File: src/hw/pdgc_params.svh
/*
 * constants of the pulse/direction gated counter: register offsets, field
 * positions and reset values.
 * assumes: included by its bare name; byte addresses on a 32-bit avalon-mm bus.
 */
`ifndef PDGC_PARAMS_SVH
`define PDGC_PARAMS_SVH

`define PDGC_OFF_CTRL 5'h00
`define PDGC_OFF_PRESET 5'h04
`define PDGC_OFF_COUNT 5'h08
`define PDGC_OFF_STATUS 5'h0c
`define PDGC_OFF_MASK 5'h10

`define PDGC_CTRL_EN 0
`define PDGC_CTRL_REP 1
`define PDGC_CTRL_GEN 2
`define PDGC_CTRL_GLOW 3
`define PDGC_CTRL_RETRIG 4

`define PDGC_ST_OVF 0
`define PDGC_ST_UNF 1
`define PDGC_ST_RUN 2

`define PDGC_CTRL_RST 5'h00
`define PDGC_MASK_RST 2'h0
`define PDGC_PRESET_RST 32'h00000033

`endif

File: src/hw/pdgc_pkg.sv
/*
 * types of the pulse/direction gated counter.
 * assumes: nothing beyond a systemverilog compiler.
 */
package pdgc_pkg;

    typedef enum logic [2:0] {
        PDGC_IDLE = 3'b001,
        PDGC_RUN = 3'b010,
        PDGC_HALT = 3'b100
    } pdgc_state_t;

endpackage : pdgc_pkg

File: src/hw/pdgc_counter.sv
/*
 * one pulse/direction counter channel with level gate, preset reload,
 * overflow/underflow flags, interrupt and an avalon-mm register slave.
 * assumes: pulse, direction and gate arrive synchronous to core_clk_i but
 * are still passed through two flops; one avalon master with waitrequest.
 */
`timescale 1ns/1ps
`default_nettype none
`include "pdgc_params.svh"

module pdgc_counter
    import pdgc_pkg::*;
#(
    parameter int W = 32
) (
    // clock and reset
    input wire logic core_clk_i,
    input wire logic rst_i,
    // link side
    input wire logic count_pulse_input_i,
    input wire logic direction_input_i,
    input wire logic gate_input_i,
    // avalon-mm slave
    input wire logic [4:0] address_i,
    input wire logic read_i,
    input wire logic write_i,
    input wire logic [31:0] writedata_i,
    input wire logic [3:0] byteenable_i,
    output logic [31:0] readdata_o,
    output logic waitrequest_o,
    // interrupt
    output logic irq_o
);

    ////////////////////////////////////////////////////////////////////////////
    typedef struct packed {
        logic [1:0] p_sync;
        logic p_prev;
        logic [1:0] d_sync;
        logic [1:0] g_sync;
        pdgc_state_t state;
        logic [W-1:0] count;
        logic [W-1:0] preset;
        logic [4:0] ctrl;
        logic [1:0] status;
        logic [1:0] mask;
        logic gate_seen;
        logic gate_spent;
        logic waitreq;
        logic [31:0] rdata;
        logic irq;
    } pdgc_regs_t;

    pdgc_regs_t q;
    pdgc_regs_t d;

    logic pulse_rise;
    logic dir_up;
    logic gate_act;
    logic gate_ok;
    logic count_ev;
    logic ovf_ev;
    logic unf_ev;
    logic wr_acc;
    logic cnt_wr;
    logic [31:0] wmask;
    logic [31:0] rd_val;

    ////////////////////////////////////////////////////////////////////////////
    // read mux; unmapped offsets read as zero
    always_comb begin
        case (address_i)
            `PDGC_OFF_CTRL: rd_val = {27'h0, q.ctrl};
            `PDGC_OFF_PRESET: rd_val = 32'(q.preset);
            `PDGC_OFF_COUNT: rd_val = 32'(q.count);
            `PDGC_OFF_STATUS: rd_val = {29'h0, (q.state == PDGC_RUN), q.status};
            `PDGC_OFF_MASK: rd_val = {30'h0, q.mask};
            default: rd_val = 32'h00000000;
        endcase
    end

    ////////////////////////////////////////////////////////////////////////////
    always_comb begin
        d = q;
        wmask = {{8{byteenable_i[3]}}, {8{byteenable_i[2]}}, {8{byteenable_i[1]}}, {8{byteenable_i[0]}}};

        // two-flop synchronisers, edge taken only after the second flop
        d.p_sync = {q.p_sync[0], count_pulse_input_i};
        d.p_prev = q.p_sync[1];
        d.d_sync = {q.d_sync[0], direction_input_i};
        d.g_sync = {q.g_sync[0], gate_input_i};
        pulse_rise = q.p_sync[1] & ~q.p_prev;
        dir_up = q.d_sync[1];
        gate_act = q.ctrl[`PDGC_CTRL_GLOW] ? ~q.g_sync[1] : q.g_sync[1];

        // gate: disabled counts freely, otherwise only in the active level
        gate_ok = ~q.ctrl[`PDGC_CTRL_GEN]
            | (gate_act & (q.ctrl[`PDGC_CTRL_RETRIG] | ~q.gate_spent));

        count_ev = (q.state == PDGC_RUN) & q.ctrl[`PDGC_CTRL_EN] & pulse_rise & gate_ok;
        ovf_ev = count_ev & dir_up & (q.count == {W{1'b1}});
        unf_ev = count_ev & ~dir_up & (q.count == '0);

        // bus: answer one cycle after the request is seen
        wr_acc = write_i & ~q.waitreq;
        cnt_wr = wr_acc & (address_i == `PDGC_OFF_COUNT);
        d.waitreq = 1'b1;
        if ((read_i | write_i) & q.waitreq) begin
            d.waitreq = 1'b0;
            d.rdata = rd_val;
        end
        if (wr_acc) begin
            case (address_i)
                `PDGC_OFF_CTRL: d.ctrl = (q.ctrl & ~wmask[4:0]) | (writedata_i[4:0] & wmask[4:0]);
                `PDGC_OFF_PRESET: d.preset = (q.preset & ~wmask[W-1:0]) | (writedata_i[W-1:0] & wmask[W-1:0]);
                `PDGC_OFF_MASK: d.mask = (q.mask & ~wmask[1:0]) | (writedata_i[1:0] & wmask[1:0]);
                `PDGC_OFF_STATUS: d.status = q.status & ~(writedata_i[1:0] & wmask[1:0]);
                default: d.ctrl = q.ctrl;
            endcase
        end

        // counting; a software load of the count wins over a pulse in that cycle
        case (q.state)
            PDGC_IDLE: begin
                d.gate_seen = 1'b0;
                d.gate_spent = 1'b0;
                if (q.ctrl[`PDGC_CTRL_EN]) begin
                    d.state = PDGC_RUN;
                end
            end
            PDGC_RUN: begin
                if (!q.ctrl[`PDGC_CTRL_EN]) begin
                    d.state = PDGC_IDLE;
                end else begin
                    if (q.ctrl[`PDGC_CTRL_GEN] & gate_act) begin
                        d.gate_seen = 1'b1;
                    end
                    // one gated run only: leaving the active level ends it
                    if (q.ctrl[`PDGC_CTRL_GEN] & ~q.ctrl[`PDGC_CTRL_RETRIG] & q.gate_seen & ~gate_act) begin
                        d.gate_spent = 1'b1;
                    end
                    if (ovf_ev | unf_ev) begin
                        d.count = q.preset;
                        if (!q.ctrl[`PDGC_CTRL_REP]) begin
                            d.state = PDGC_HALT;
                        end
                    end else if (count_ev) begin
                        d.count = dir_up ? q.count + W'(1) : q.count - W'(1);
                    end
                end
            end
            PDGC_HALT: begin
                if (!q.ctrl[`PDGC_CTRL_EN]) begin
                    d.state = PDGC_IDLE;
                end
            end
            default: begin
                d.state = PDGC_IDLE;
            end
        endcase
        if (cnt_wr) begin
            d.count = (q.count & ~wmask[W-1:0]) | (writedata_i[W-1:0] & wmask[W-1:0]);
        end

        // sticky flags: a new event beats a clear in the same cycle
        d.status[`PDGC_ST_OVF] = d.status[`PDGC_ST_OVF] | ovf_ev;
        d.status[`PDGC_ST_UNF] = d.status[`PDGC_ST_UNF] | unf_ev;
        d.irq = |(d.status & d.mask);
    end

    ////////////////////////////////////////////////////////////////////////////
    always_ff @(posedge core_clk_i or posedge rst_i) begin
        if (rst_i) begin
            q.p_sync <= 2'h0;
            q.p_prev <= 1'b0;
            q.d_sync <= 2'h0;
            q.g_sync <= 2'h0;
            q.state <= PDGC_IDLE;
            q.count <= '0;
            q.preset <= W'(`PDGC_PRESET_RST);
            q.ctrl <= `PDGC_CTRL_RST;
            q.status <= 2'h0;
            q.mask <= `PDGC_MASK_RST;
            q.gate_seen <= 1'b0;
            q.gate_spent <= 1'b0;
            q.waitreq <= 1'b1;
            q.rdata <= 32'h00000000;
            q.irq <= 1'b0;
        end else begin
            q <= d;
        end
    end

    assign readdata_o = q.rdata;
    assign waitrequest_o = q.waitreq;
    assign irq_o = q.irq;
endmodule : pdgc_counter
`default_nettype wire

File: config.mk
export PLATFORM = sky130hd
export DESIGN_NAME = pdgc_counter
export DESIGN_NICKNAME = d
export VERILOG_FILES = /design/src/hw/pdgc_pkg.sv /design/src/hw/pdgc_counter.sv
export VERILOG_INCLUDE_DIRS = /design/src /design/src/hw
export SDC_FILE = /design/constraint.sdc
export NUM_CORES = 1
export LEC_CHECK = 0
export ABC_AREA = 1
export BUFFER_PORTS_ARGS = -buffer_cell sky130_fd_sc_hd__buf_2
export CORE_UTILIZATION = 61
export CTS_CLUSTER_SIZE = 16
export DETAILED_ROUTE_END_ITERATION = 16
export PLACE_DENSITY = 0.89
export SKIP_LAST_GASP = 1
export SLEW_MARGIN = 20
export SYNTH_ARGS = -nofsm -noshare
export SYNTH_HDL_FRONTEND = slang
export SYNTH_SLANG_ARGS = --single-unit
File: constraint.sdc
create_clock -name core_clk_i -period 3.95 [get_ports core_clk_i]
set_input_delay 0.1975 -clock core_clk_i [delete_from_list [all_inputs] [get_ports core_clk_i]]
set_output_delay 0.1975 -clock core_clk_i [all_outputs]
set_load 0.005 [all_outputs]
== Word level (Yosys, flattened, before mapping) ==
Index checks and enable logic that the tools add are counted.
Operators by class
  add/sub/neg operators: 2
  multiply operators: 0
  divide/modulo/power cells: 0
  magnitude comparators: 0
  equality and inequality tests: 15
  shift operators: 0
  muxes and demuxes: 22
  bitwise gates (word level): 47
  reduce and logical (&&, ||, !) cells: 13
Operators by type and width (count)
  two-way mux 32 bit: 6
  one-hot mux 32 bit (5 select lines): 1
  bitwise AND 32 bit: 3
  OR 32 bit: 2
  two-way mux 33 bit: 1
  adder 32 x 1 -> 32 bit, second input constant: 1
  == test 32 bit, second input constant: 1
  zero test 32 bit: 1
  NOT 32 bit: 1
  subtractor 32 x 1 -> 32 bit, second input constant: 1
  bitwise AND 1 bit: 16
  two-way mux 3 bit: 5
  bitwise AND 5 bit: 2
  == test 5 x 4 -> 1 bit, second input constant: 2
  one-hot mux 3 bit (3 select lines): 1
  AND reduction 3 bit: 3
  bitwise AND 2 bit: 4
  NOT 1 bit: 8
  two-way mux 2 bit: 3
  != test 2 bit, second input constant: 3
  OR 1 bit: 6
  nonzero test 2 bit: 3
  == test 5 x 3 -> 1 bit, second input constant: 1
  == test 5 bit, second input constant: 1
  other kinds (18): 23
Word-level totals
  register bits: 119
  bits in latches: 0
  bits in writable memories: 0
  bits in read-only memories: 0
  input bits: 48
  output and inout port bits: 34
  logic and storage cells: 114
  memories kept: 0

== Depth between registers and ports, before layout ==
Gate-level depths: netlist of the first run.
  word-level depth: 12
  mapped depth: 16
  mapped depth without buffers: 16

== Worst setup path before layout of the first run ==
No wires, ideal clock.
  path kind: register to register
  from: register q, in the netlist dir_up
  to: register (tool-made name)
  library setup time: 0.123 ns
  arrival time: 2.196 ns
  required time: 3.827 ns
  setup slack: 1.631 ns
  cell stages (with the launch flop): 15
  path buffers: 0
  clock period less this slack: 2.319 ns
  path through: dfrtp_1 -> inv_1 -> ha_1 -> nand2_1 -> inv_1 -> nand2_1 -> inv_1 -> a21oi_1 -> nand2_1 -> nand2_1 -> nand2_1 -> nand2_1 -> nand3_1 -> nand2_1 -> a21oi_1
RTL lines
  from (decl): RTL line pdgc_counter.sv:54  | pdgc_regs_t q;

==> flow_summary.ini, run 1 <==
[sta]
least_margin_pin_slew_ps = 870
setup-tns-final_ps = 0
timing.max_slew.rel_slack = 0.419
drv_slew = 0
unrepaired_setup_endpoints_after_global_routing = false
achievable-frequency_mhz = 354
final-setup-viol-count = 0
clock-skew-final_ps = 9.96
final_min_period_over_clock_period = 0.714
final.min_clock_period_ps = 2820
final-hold-violation-count = 0

[cts]
clock_tree_from_tritoncts = built
clock_sink_count = 119
post_cts_resize_count = 0
cts.path.max_buffers = 2
cts-htree-levels = 4
latest_clock_arrival_within_the_worst_skew_pair_ps = 420
cts-root-buf = sky130_fd_sc_hd__clkbuf_16
worst_setup_hold_path_clk_slew_ps = 60
postCtsSetupRepairBufs = 0
cts_buffers = 17

[worst_setup_path]
required_ps = 4240
crit_path_start_kind = flip-flop
worst_reg_to_reg_path_cell_count = 15
path_class = flip-flop to flip-flop
critical_path_arrival_ps = 3110
endpoint_kind = flip-flop
crit_fanout = 19

[grt]
routing_layer_with_the_top_usage_in_global_route = met2
groute.layer.met1.usage = 0.525
number_of_global_route_vias_before_repair = 8254
grt_first_pass_wirelength_mm = 41.9
grt.met3_usage = 0.0797
gr-usage-met2 = 0.575
groute.usage.overall = 0.376
global_route.overflow_total = 0
grt_antenna_before_repair = 0
grt_start_max_net_pins = 53

[die]
initial_core_util = 0.636
io_pins = 82
chipWidth_um = 120
die_height_um = 120
rows = 42
floorplan.core_area_um2 = 13500
die_area_um2 = 14500

[cells_and_area]
mostFrequentLayoutCells = sky130_fd_sc_hd__nand2_1 (455), sky130_fd_sc_hd__inv_1 (197), sky130_fd_sc_hd__nor2_1 (131)
final_core_util = 0.708
final_common_cell = sky130_fd_sc_hd__nand2_1
design_area_um2 = 9530
drive_above_1_share = 0.111
area_growth_syn_to_layout_pct = 11.3
diodes = 0
finish.net_count = 1448

[placement]
numPortBuffers = 81
placed_cell_area_um2 = 8880
gpl.final_weighted_congestion = 1.02
detailed_place_hpwl_mm = 19.4

[yosys]
synth_sequential_area_ratio = 0.349
syn_inst = 1315
synth_edf_count = 0
ys_ff_latch = 119
synth_top_area_cell = sky130_fd_sc_hd__dfrtp_1
ys_async_sr_fraction = 1.00
synth_warnings = 0
syn-mean-instance-area_um2 = 6.51
synthFlopType = sky130_fd_sc_hd__dfrtp_1
post_synth_main_area_contributors = sky130_fd_sc_hd__dfrtp_1 (33%), sky130_fd_sc_hd__nand2_1 (20%), sky130_fd_sc_hd__inv_1 (8.7%)
synth_top_cell_area_share = 0.331
synthesis.area_um2 = 8560
synth.distinct_cells = 45
net_count_of_the_mapped_netlist = 1394

[power]
fin_total_pwr_w = 0.00497
power_leakage_nw = 5.42
power.density_cell_area_nw_per_um2 = 522
ir_worst_vdd_uv = 308

[routing]
postRouteWirelength_mm = 26.3
drt-vias-per-instance = 5.75
initialDrtViolationCount = 1045
routed-via-count = 8953
ant_nets = 0
drt_pre_antenna_iters = 5
route.detailed.drc = 0
wl_per_cell_um = 16.9

[min_path]
min_path_type = input pin to flip-flop
timing.hold.worst_path_depth = 3

[flow_run]
timing.max_cap.violations = 0

[outcome]
outcome = finished clean
==> routing by layer <==
layer  vias to the layer above  part of all wire
met1                      4025              0.40
met4                         0             0.036
met3                        99              0.12
li1                       4200                 -
met5                         -                 0
met2                       629              0.44
==> worst max-delay path, cell delays in order (launching register included) <==
cell,delay (ps)
sky130_fd_sc_hd__dfrtp_1,430
sky130_fd_sc_hd__inv_1,340
sky130_fd_sc_hd__buf_4,330
sky130_fd_sc_hd__ha_1,330
sky130_fd_sc_hd__nand2_1,180
sky130_fd_sc_hd__inv_1,60
sky130_fd_sc_hd__nand2_1,80
sky130_fd_sc_hd__nand2_1,60
sky130_fd_sc_hd__nand2_1,60
sky130_fd_sc_hd__nand3_1,210
sky130_fd_sc_hd__nand2_1,160
sky130_fd_sc_hd__nand2_1,60
sky130_fd_sc_hd__nand2_1,60
sky130_fd_sc_hd__nand3_1,120
sky130_fd_sc_hd__nand2_1,130
sky130_fd_sc_hd__a21oi_1,80
==> timing repair <==
action / 4_1_cts / 5_1_grt
setup endpoints to repair: 0 / 0
hold buffers: 4 / 0
endpoints found under the hold margin: 51 / 0
==> report_power, final <==
group / switching [W] / internal [W]
registers: 0.000229 / 0.00138
clock network: 0.000600 / 0.000996
logic: 0.00116 / 0.000603
==> area by class of cell <==
class | count | area [um2]
inverter | 206 | 776
sequential | 119 | 2990
tap | 176 | 220
multi-input combinational | 934 | 4450
clock buffer | 18 | 429
fill | 1098 | 3930
clock inverter | 14 | 175
timing repair buffer | 91 | 490
==> logic make-up after synthesis <==
family	after synthesis	synth area share
xor+xnor	14	0.0143
fa+ha+maj	31	0.0462
simple gates	702	0.340
compound gates	184	0.115
buf+inv	262	0.132
mux	3	0.00395
flops	119	0.349
==> through the flow <==
step | worst slack [ps] | cells | hold slack (ps)
detailed placement | 1200 | 1522 | 307
finish | 1130 | 1558 | 23.0
global route | 892 | 1558 | 19.5
CTS | 1180 | 1558 | 20.5
floorplan | 605 | 1315 | 229
global placement | 1210 | 1522 | 305
==> worst paths after layout <==
check	start	endpoint	slack (ps)
hold / removal	writedata_i[6]	flip-flop	20
min in group asynchronous	rst_i	readdata_o[24]	450
setup reg to reg	dir_up	flip-flop	1130
max in group asynchronous	rst_i	asynchronous set/reset pin	2520
hold reg to reg	d[113]	q[113]	360
setup / recovery	dir_up	flip-flop	1130
==> Yosys cell counts (4+ instances only) <==
master and n:
sky130_fd_sc_hd__nand3_1 70, sky130_fd_sc_hd__nand4_1 10, sky130_fd_sc_hd__ha_1 30, sky130_fd_sc_hd__buf_4 33
sky130_fd_sc_hd__inv_2 7, sky130_fd_sc_hd__inv_1 198, sky130_fd_sc_hd__dfstp_2 6, sky130_fd_sc_hd__xor2_1 6
sky130_fd_sc_hd__o22ai_1 14, sky130_fd_sc_hd__nor2_4 4, sky130_fd_sc_hd__clkbuf_1 16, sky130_fd_sc_hd__nor2_1 131
sky130_fd_sc_hd__xnor2_1 8, sky130_fd_sc_hd__nor3_1 13, sky130_fd_sc_hd__a21oi_1 109, sky130_fd_sc_hd__nand2_1 456
sky130_fd_sc_hd__o21ai_0 44, sky130_fd_sc_hd__dfrtp_1 113, sky130_fd_sc_hd__nand3b_1 4
Power figures use the tool's default switching activity.
==> run 2, diff against run 1 <==
clock period = 2.6 ns   (was 3.95 ns; I/O delays follow)
==> run 2 against run 1 <==
Utilization rose by 1.1 points. Register-to-register slack got worse by 900 ps. Clock skew rose by 0.50 ps. Largest power group unchanged. Sequential power rose by 53%. Non-clock buffer count rose by 14. Combinational power rose by 51%. First-iteration DRC count rose by 18%. Global-route usage fell by 0.10 points. Cell count rose by 0.90%. Sequential share of layout area fell by 0.46 points.
==> flow_summary.ini, run 2 (synthesis gave the netlist of run 1 again) <==
[grt]
grt_start_max_net_pins = 80
global_route.overflow_total = 0
grt_antenna_before_repair = 0
number_of_global_route_vias_before_repair = 8337
groute.usage.overall = 0.375
grt_first_pass_wirelength_mm = 42.1

[flow_run]
timing.max_cap.violations = 0

[power]
power.density_cell_area_nw_per_um2 = 778
power.share.sequential = 0.327
netSwitchingFraction = 0.391
comb_power_share = 0.356
ir_worst_vdd_uv = 497
p_int_w = 0.00458
power_leakage_nw = 5.49
share_clk_of_total_power = 0.317
switching_power_w = 0.00294

[die]
chipWidth_um = 120
floorplan.core_area_um2 = 13500
rows = 42
initial_core_util = 0.636
io_pins = 82
die_height_um = 120
die_area_um2 = 14500

[cells_and_area]
final_common_cell = sky130_fd_sc_hd__nand2_1
diodes = 0
mostFrequentLayoutCells = sky130_fd_sc_hd__nand2_1 (456), sky130_fd_sc_hd__inv_1 (197), sky130_fd_sc_hd__nor2_1 (131)
finish.net_count = 1462
fillers = 1048
final_core_util = 0.719
drive_above_1_share = 0.110
area_growth_syn_to_layout_pct = 13.0

[sta]
timing.max_slew.rel_slack = 0.409
final.min_clock_period_ps = 2370
achievable-frequency_mhz = 422
setup-tns-final_ps = 0
final_min_period_over_clock_period = 0.911
clock-skew-final_ps = 10.5
drv_slew = 0
final-hold-violation-count = 0
unrepaired_setup_endpoints_after_global_routing = false
least_margin_pin_slew_ps = 885
final-setup-viol-count = 0

[cts]
cts-htree-levels = 4
clock_tree_from_tritoncts = built
worst_setup_hold_path_clk_slew_ps = 50
cts-root-buf = sky130_fd_sc_hd__clkbuf_16
cts_buffers = 17
postCtsSetupRepairBufs = 0
clock_sink_count = 119
cts.path.max_buffers = 2
latest_clock_arrival_within_the_worst_skew_pair_ps = 420

[placement]
numPortBuffers = 81
gpl.final_weighted_congestion = 1.03
detailed_place_hpwl_mm = 18.4

[worst_setup_path]
crit_fanout = 7
crit_path_start_kind = flip-flop
reg2reg_slack_ps = 230
path_class = flip-flop to flip-flop
critical_path_arrival_ps = 2650
endpoint_kind = flip-flop
required_ps = 2880

[routing]
initialDrtViolationCount = 1232
drt-vias-per-instance = 5.80
wl_per_cell_um = 16.6
ant_nets = 0
route.detailed.drc = 0
routed-via-count = 9114
drt_pre_antenna_iters = 8
postRouteWirelength_mm = 26.1

[outcome]
outcome = finished clean

[min_path]
min_path_type = input pin to flip-flop
==> run 2: cell count changes in the layout (fill, tap and decap cells not counted), sizes merged <==
cell	change
dlygate4sd3	+9
buf	+5
inv	-3
clkinvlp	-1
clkbuf	+5
clkinv	-1
==> run 2: worst max-delay path, stage by stage (launching register included) <==
cell and delay [ps]:
sky130_fd_sc_hd__dfrtp_1 510, sky130_fd_sc_hd__nand2_1 110, sky130_fd_sc_hd__nor2_1 210, sky130_fd_sc_hd__nand2_1 90
sky130_fd_sc_hd__nor2_1 190, sky130_fd_sc_hd__nand3_1 130, sky130_fd_sc_hd__a21oi_1 640, sky130_fd_sc_hd__a21oi_1 120
sky130_fd_sc_hd__o21ai_0 110, sky130_fd_sc_hd__nand3_1 110
==> run 2: worst paths after layout <==
path | from | to | depth (start not counted)
worst max-delay path | flip-flop | flip-flop | 9
min in group asynchronous | rst_i | readdata_o[25] | 3
worst max register to register | flip-flop | flip-flop | 9
max in group asynchronous | rst_i | q[109] | 4
worst min register to register | d[118] | d[116] | 0
worst min-delay path | writedata_i[31] | flip-flop | 3
==> run 2: layer usage <==
layer,wire [um],vias to the layer above,global-route usage,part of all wire
li1,-,4241,-,-
met1,10400,4047,0.515,0.40
met2,11300,698,0.571,0.43
met3,3240,128,0.0708,0.12
met4,1220,0,0.180,0.047
met5,0,-,0,0
==> run 2: per-stage QoR <==
step	power, W	std cells	setup WS (ps)	area (um2)	hold WS (ps)
2_1_floorplan	0.00427	1315	281	8560	161
3_3_place_gp	0.00492	1527	308	8940	16.4
4_1_cts	0.00741	1572	299	9670	2.70
3_5_place_dp	0.00498	1527	332	8940	21.7
5_1_grt	0.00793	1572	38.2	9670	0.283
6_report	0.00752	1572	232	9670	7.40
==> run 2: power groups by stage <==
stage                     clock network, W  registers, W  logic [W]
after floorplan                          0       0.00232    0.00196
after global placement                   0       0.00244    0.00248
after detailed placement                 0       0.00245    0.00253
after CTS                          0.00238       0.00242    0.00261
after global routing               0.00245       0.00247    0.00301
final                              0.00238       0.00246    0.00268
==> run 2: timing repair <==
item                      CTS  global route
gates resized for setup     0             0
hold endpoints to repair  130             0
hold buffers               13             0
==> run 2: layout make-up <==
cell class | count | area (um2) | share of cell area
inverter | 206 | 777 | 0.0804
timing repair buffer | 105 | 643 | 0.0665
sequential | 119 | 2990 | 0.309
clock buffer | 23 | 468 | 0.0484
clock inverter | 9 | 126 | 0.0131
tap | 176 | 220 | 0.0228
multi-input combinational | 934 | 4450 | 0.460
==> run 3, diff against run 2 <==
ABC_AREA = 0   (was 1)
CORE_UTILIZATION = 25   (was 61)
PLACE_DENSITY = 0.48   (was 0.89)
==> run 3 against run 2 <==
The run now ends with setup timing left. Power shrank 16%. Global-route usage decreased by 20 points. Clock power is 8% higher. Non-clock buffer count increased by 158. Maximum frequency is 15% lower. Die area up 100%. Sequential share of layout area fell by 2.5 points. Clock skew increased by 2.6 ps. Combinational power shrank 39%. First-iteration DRC count down 65%. Largest cell class unchanged.
==> flow_summary.ini, run 3 <==
[outcome]
outcome = finished, violations left
failing_checks = setup timing

[power]
comb_power_share = 0.258
switching_power_w = 0.00184
ir_worst_vdd_uv = 473
share_clk_of_total_power = 0.404
p_int_w = 0.00450
power.share.sequential = 0.338
power.density_cell_area_nw_per_um2 = 601
fin_total_pwr_w = 0.00634
netSwitchingFraction = 0.290
power_leakage_nw = 4.62

[grt]
global_route.overflow_total = 0
grt_first_pass_wirelength_mm = 38.8
grt_start_max_net_pins = 120
number_of_global_route_vias_before_repair = 6901
groute.usage.overall = 0.174
grt_antenna_before_repair = 0

[sta]
fin_ws_ps = -186
timing.max_slew.rel_slack = 0.501
final_min_period_over_clock_period = 1.07
whs_ps = 47.2
unrepaired_setup_endpoints_after_global_routing = true
final-hold-violation-count = 0
drv_slew = 0
clock-skew-final_ps = 13.1
least_margin_pin_slew_ps = 748
achievable-frequency_mhz = 359
final-setup-viol-count = 15
final.min_clock_period_ps = 2790
setup-tns-final_ps = -1560

[flow_run]
timing.max_cap.violations = 0

[worst_setup_path]
worstPathBufferInverterCount = 2
cp_slowest_stage_delay_ps = 380
crit_path_cell_trace = clkinvlp_4, buf_12, ha_4, a21o_1, a21o_1, a221o_1, a21o_4, o21ai_4, a2111oi_4, mux2_4, a221oi_2
crit_fanout = 8
endpoint_kind = flip-flop
critical_path_arrival_ps = 3120
timing.critical_path.max_delay_family = compound AO/OA/AOI/OAI gates
crit_path_top_cell_by_count = sky130_fd_sc_hd__a21o_1
crit_path_start_kind = flip-flop
critical_path.slowest_cell = sky130_fd_sc_hd__dfrtp_2
required_ps = 2940
path_class = flip-flop to flip-flop

[cells_and_area]
finish.net_count = 1061
area_growth_syn_to_layout_pct = 45.6
final_common_cell = sky130_fd_sc_hd__buf_4
diodes = 0
drive_above_1_share = 0.400
mostFrequentLayoutCells = sky130_fd_sc_hd__buf_4 (135), sky130_fd_sc_hd__dfrtp_1 (111), sky130_fd_sc_hd__buf_2 (81)
instances_no_fill = 1373

[routing]
route.detailed.drc = 0
drt_pre_antenna_iters = 5
ant_nets = 0
wl_met2_mm = 11.7
routedLengthMet1_mm = 11.6
route.top_layer_used = met4
routed-wl-met3_um = 828
routed-via-count = 6823
postRouteWirelength_mm = 24.6
drt-vias-per-instance = 4.97
initialDrtViolationCount = 437
wl_per_cell_um = 17.9

[yosys]
post_synth_main_area_contributors = sky130_fd_sc_hd__dfrtp_1 (39%), sky130_fd_sc_hd__mux2_2 (6.1%), sky130_fd_sc_hd__ha_1 (5.2%)
ys_ff_latch = 119
synth_most_common_cell = sky130_fd_sc_hd__dfrtp_1
synth.distinct_cells = 70
adder_and_majority_gate_portion_of_the_synthesized_area = 0.0546
synth_top_area_cell = sky130_fd_sc_hd__dfrtp_1
synthXorXnorAreaFrac = 0.0242
ys_async_sr_fraction = 1.00
syn_inst = 762
dominant_combinational_cell_family_by_area_after_synthesis = compound AO/OA/AOI/OAI gates
post_synth_simple_gate_area = 0.154
synth_warnings = 0
synthFlopType = sky130_fd_sc_hd__dfrtp_1
post_synthesis_compound_gate_area_fraction = 0.215
post_synth_most_frequent_cells = sky130_fd_sc_hd__dfrtp_1 (113), sky130_fd_sc_hd__nand2_1 (80), sky130_fd_sc_hd__o21ai_0 (54)
post_synth_mux_area_share = 0.0817
synth_sequential_area_ratio = 0.412
synth_top_cell_area_share = 0.391
synth_edf_count = 0
net_count_of_the_mapped_netlist = 841
synthesis.area_um2 = 7240
syn-mean-instance-area_um2 = 9.50

[placement]
detailed_place_hpwl_mm = 17.9
numPortBuffers = 81
gpl.final_weighted_congestion = 0.912
dpl.cell_count = 1282
pre_cts_slack_ps = -344

[cts]
cts-root-buf = sky130_fd_sc_hd__clkbuf_16
clock_sink_count = 119
clock_tree_from_tritoncts = built
cts.path.max_buffers = 2
latest_clock_arrival_within_the_worst_skew_pair_ps = 440
cts-htree-levels = 4
worst_setup_hold_path_clk_slew_ps = 60
cts_buffers = 17

[die]
initial_core_util = 0.257
die_height_um = 172
chipWidth_um = 172
die_area_um2 = 29600
floorplan.core_area_um2 = 28200
rows = 61
io_pins = 82

[min_path]
min_path_type = input pin to flip-flop
-- run 3: cell count changes after synthesis, sizes merged, moves of 32 or more --
cell   delta
mux2     +37
inv     -189
a21oi    -74
nand2   -377
nor2     -95
a22oi    +36
nand3    -55
o21ai    +32
-- run 3: timing repair --
| item | in CTS | in global routing |
|---|---|---|
| hold endpoints to repair | 159 | 0 |
| setup endpoints to repair | 28 | 30 |
| pin swaps | 29 | 32 |
| setup buffers | 17 | 7 |
| resized for setup | 61 | 47 |
| hold buffers | 35 | 0 |
-- run 3: path summary, 6_finish.rpt --
| path | startpoint | endpoint | slack [ps] | cells past startpoint |
|---|---|---|---|---|
| min in group asynchronous | rst_i | q[111] | 360 | 4 |
| min | byteenable_i[0] | flip-flop | 50 | 2 |
| max | dir_up | flip-flop | -190 | 11 |
| max in group asynchronous | rst_i | asynchronous set/reset pin | 1560 | 4 |
| min reg2reg | d[113] | q[113] | 350 | 0 |
| max reg2reg | dir_up | flip-flop | -190 | 11 |
-- run 3: final cells by class --
| type | count | area [um2] |
|---|---|---|
| Inverter | 16 | 67.6 |
| Timing Repair Buffer | 263 | 1950 |
| Multi-Input combinational cell | 565 | 4440 |
| Tap cell | 378 | 473 |
| Fill cell | 2801 | 17600 |
| Sequential cell | 119 | 2990 |
| Clock buffer | 20 | 457 |
| Clock inverter | 12 | 175 |
-- run 3: layer usage --
metal / vias up / track usage
met2: 155 / 0.280
met3: 31 / 0.0247
met5: - / 0
met1: 3388 / 0.231
li1: 3249 / -
met4: 0 / 0.0735
-- run 3: cells by family (layout without fill, tap and decap cells) --
| logic type | after synthesis | count (layout) |
|---|---|---|
| compound gates | 236 | 236 |
| xor+xnor | 20 | 20 |
| fa+ha+maj | 31 | 31 |
| buf+inv | 78 | 311 |
| flops | 119 | 119 |
| mux | 50 | 50 |
| simple gates | 228 | 228 |
-- run 3: per-stage QoR --
stage	util	instance area [um2]
floorplan	-	7280
global placement	0.311	8760
detailed placement	0.311	8760
CTS	0.365	10300
global route	0.374	10500
finish	0.374	10500
-- run 3: power by group through the flow --
stage          sequential (W)  combinational [W]  clock (W)
2_1_floorplan         0.00211           0.000778          0
3_3_place_gp          0.00215            0.00132          0
3_5_place_dp          0.00215            0.00132          0
4_1_cts               0.00213            0.00153    0.00261
5_1_grt               0.00215            0.00180    0.00270
6_report              0.00214            0.00164    0.00256
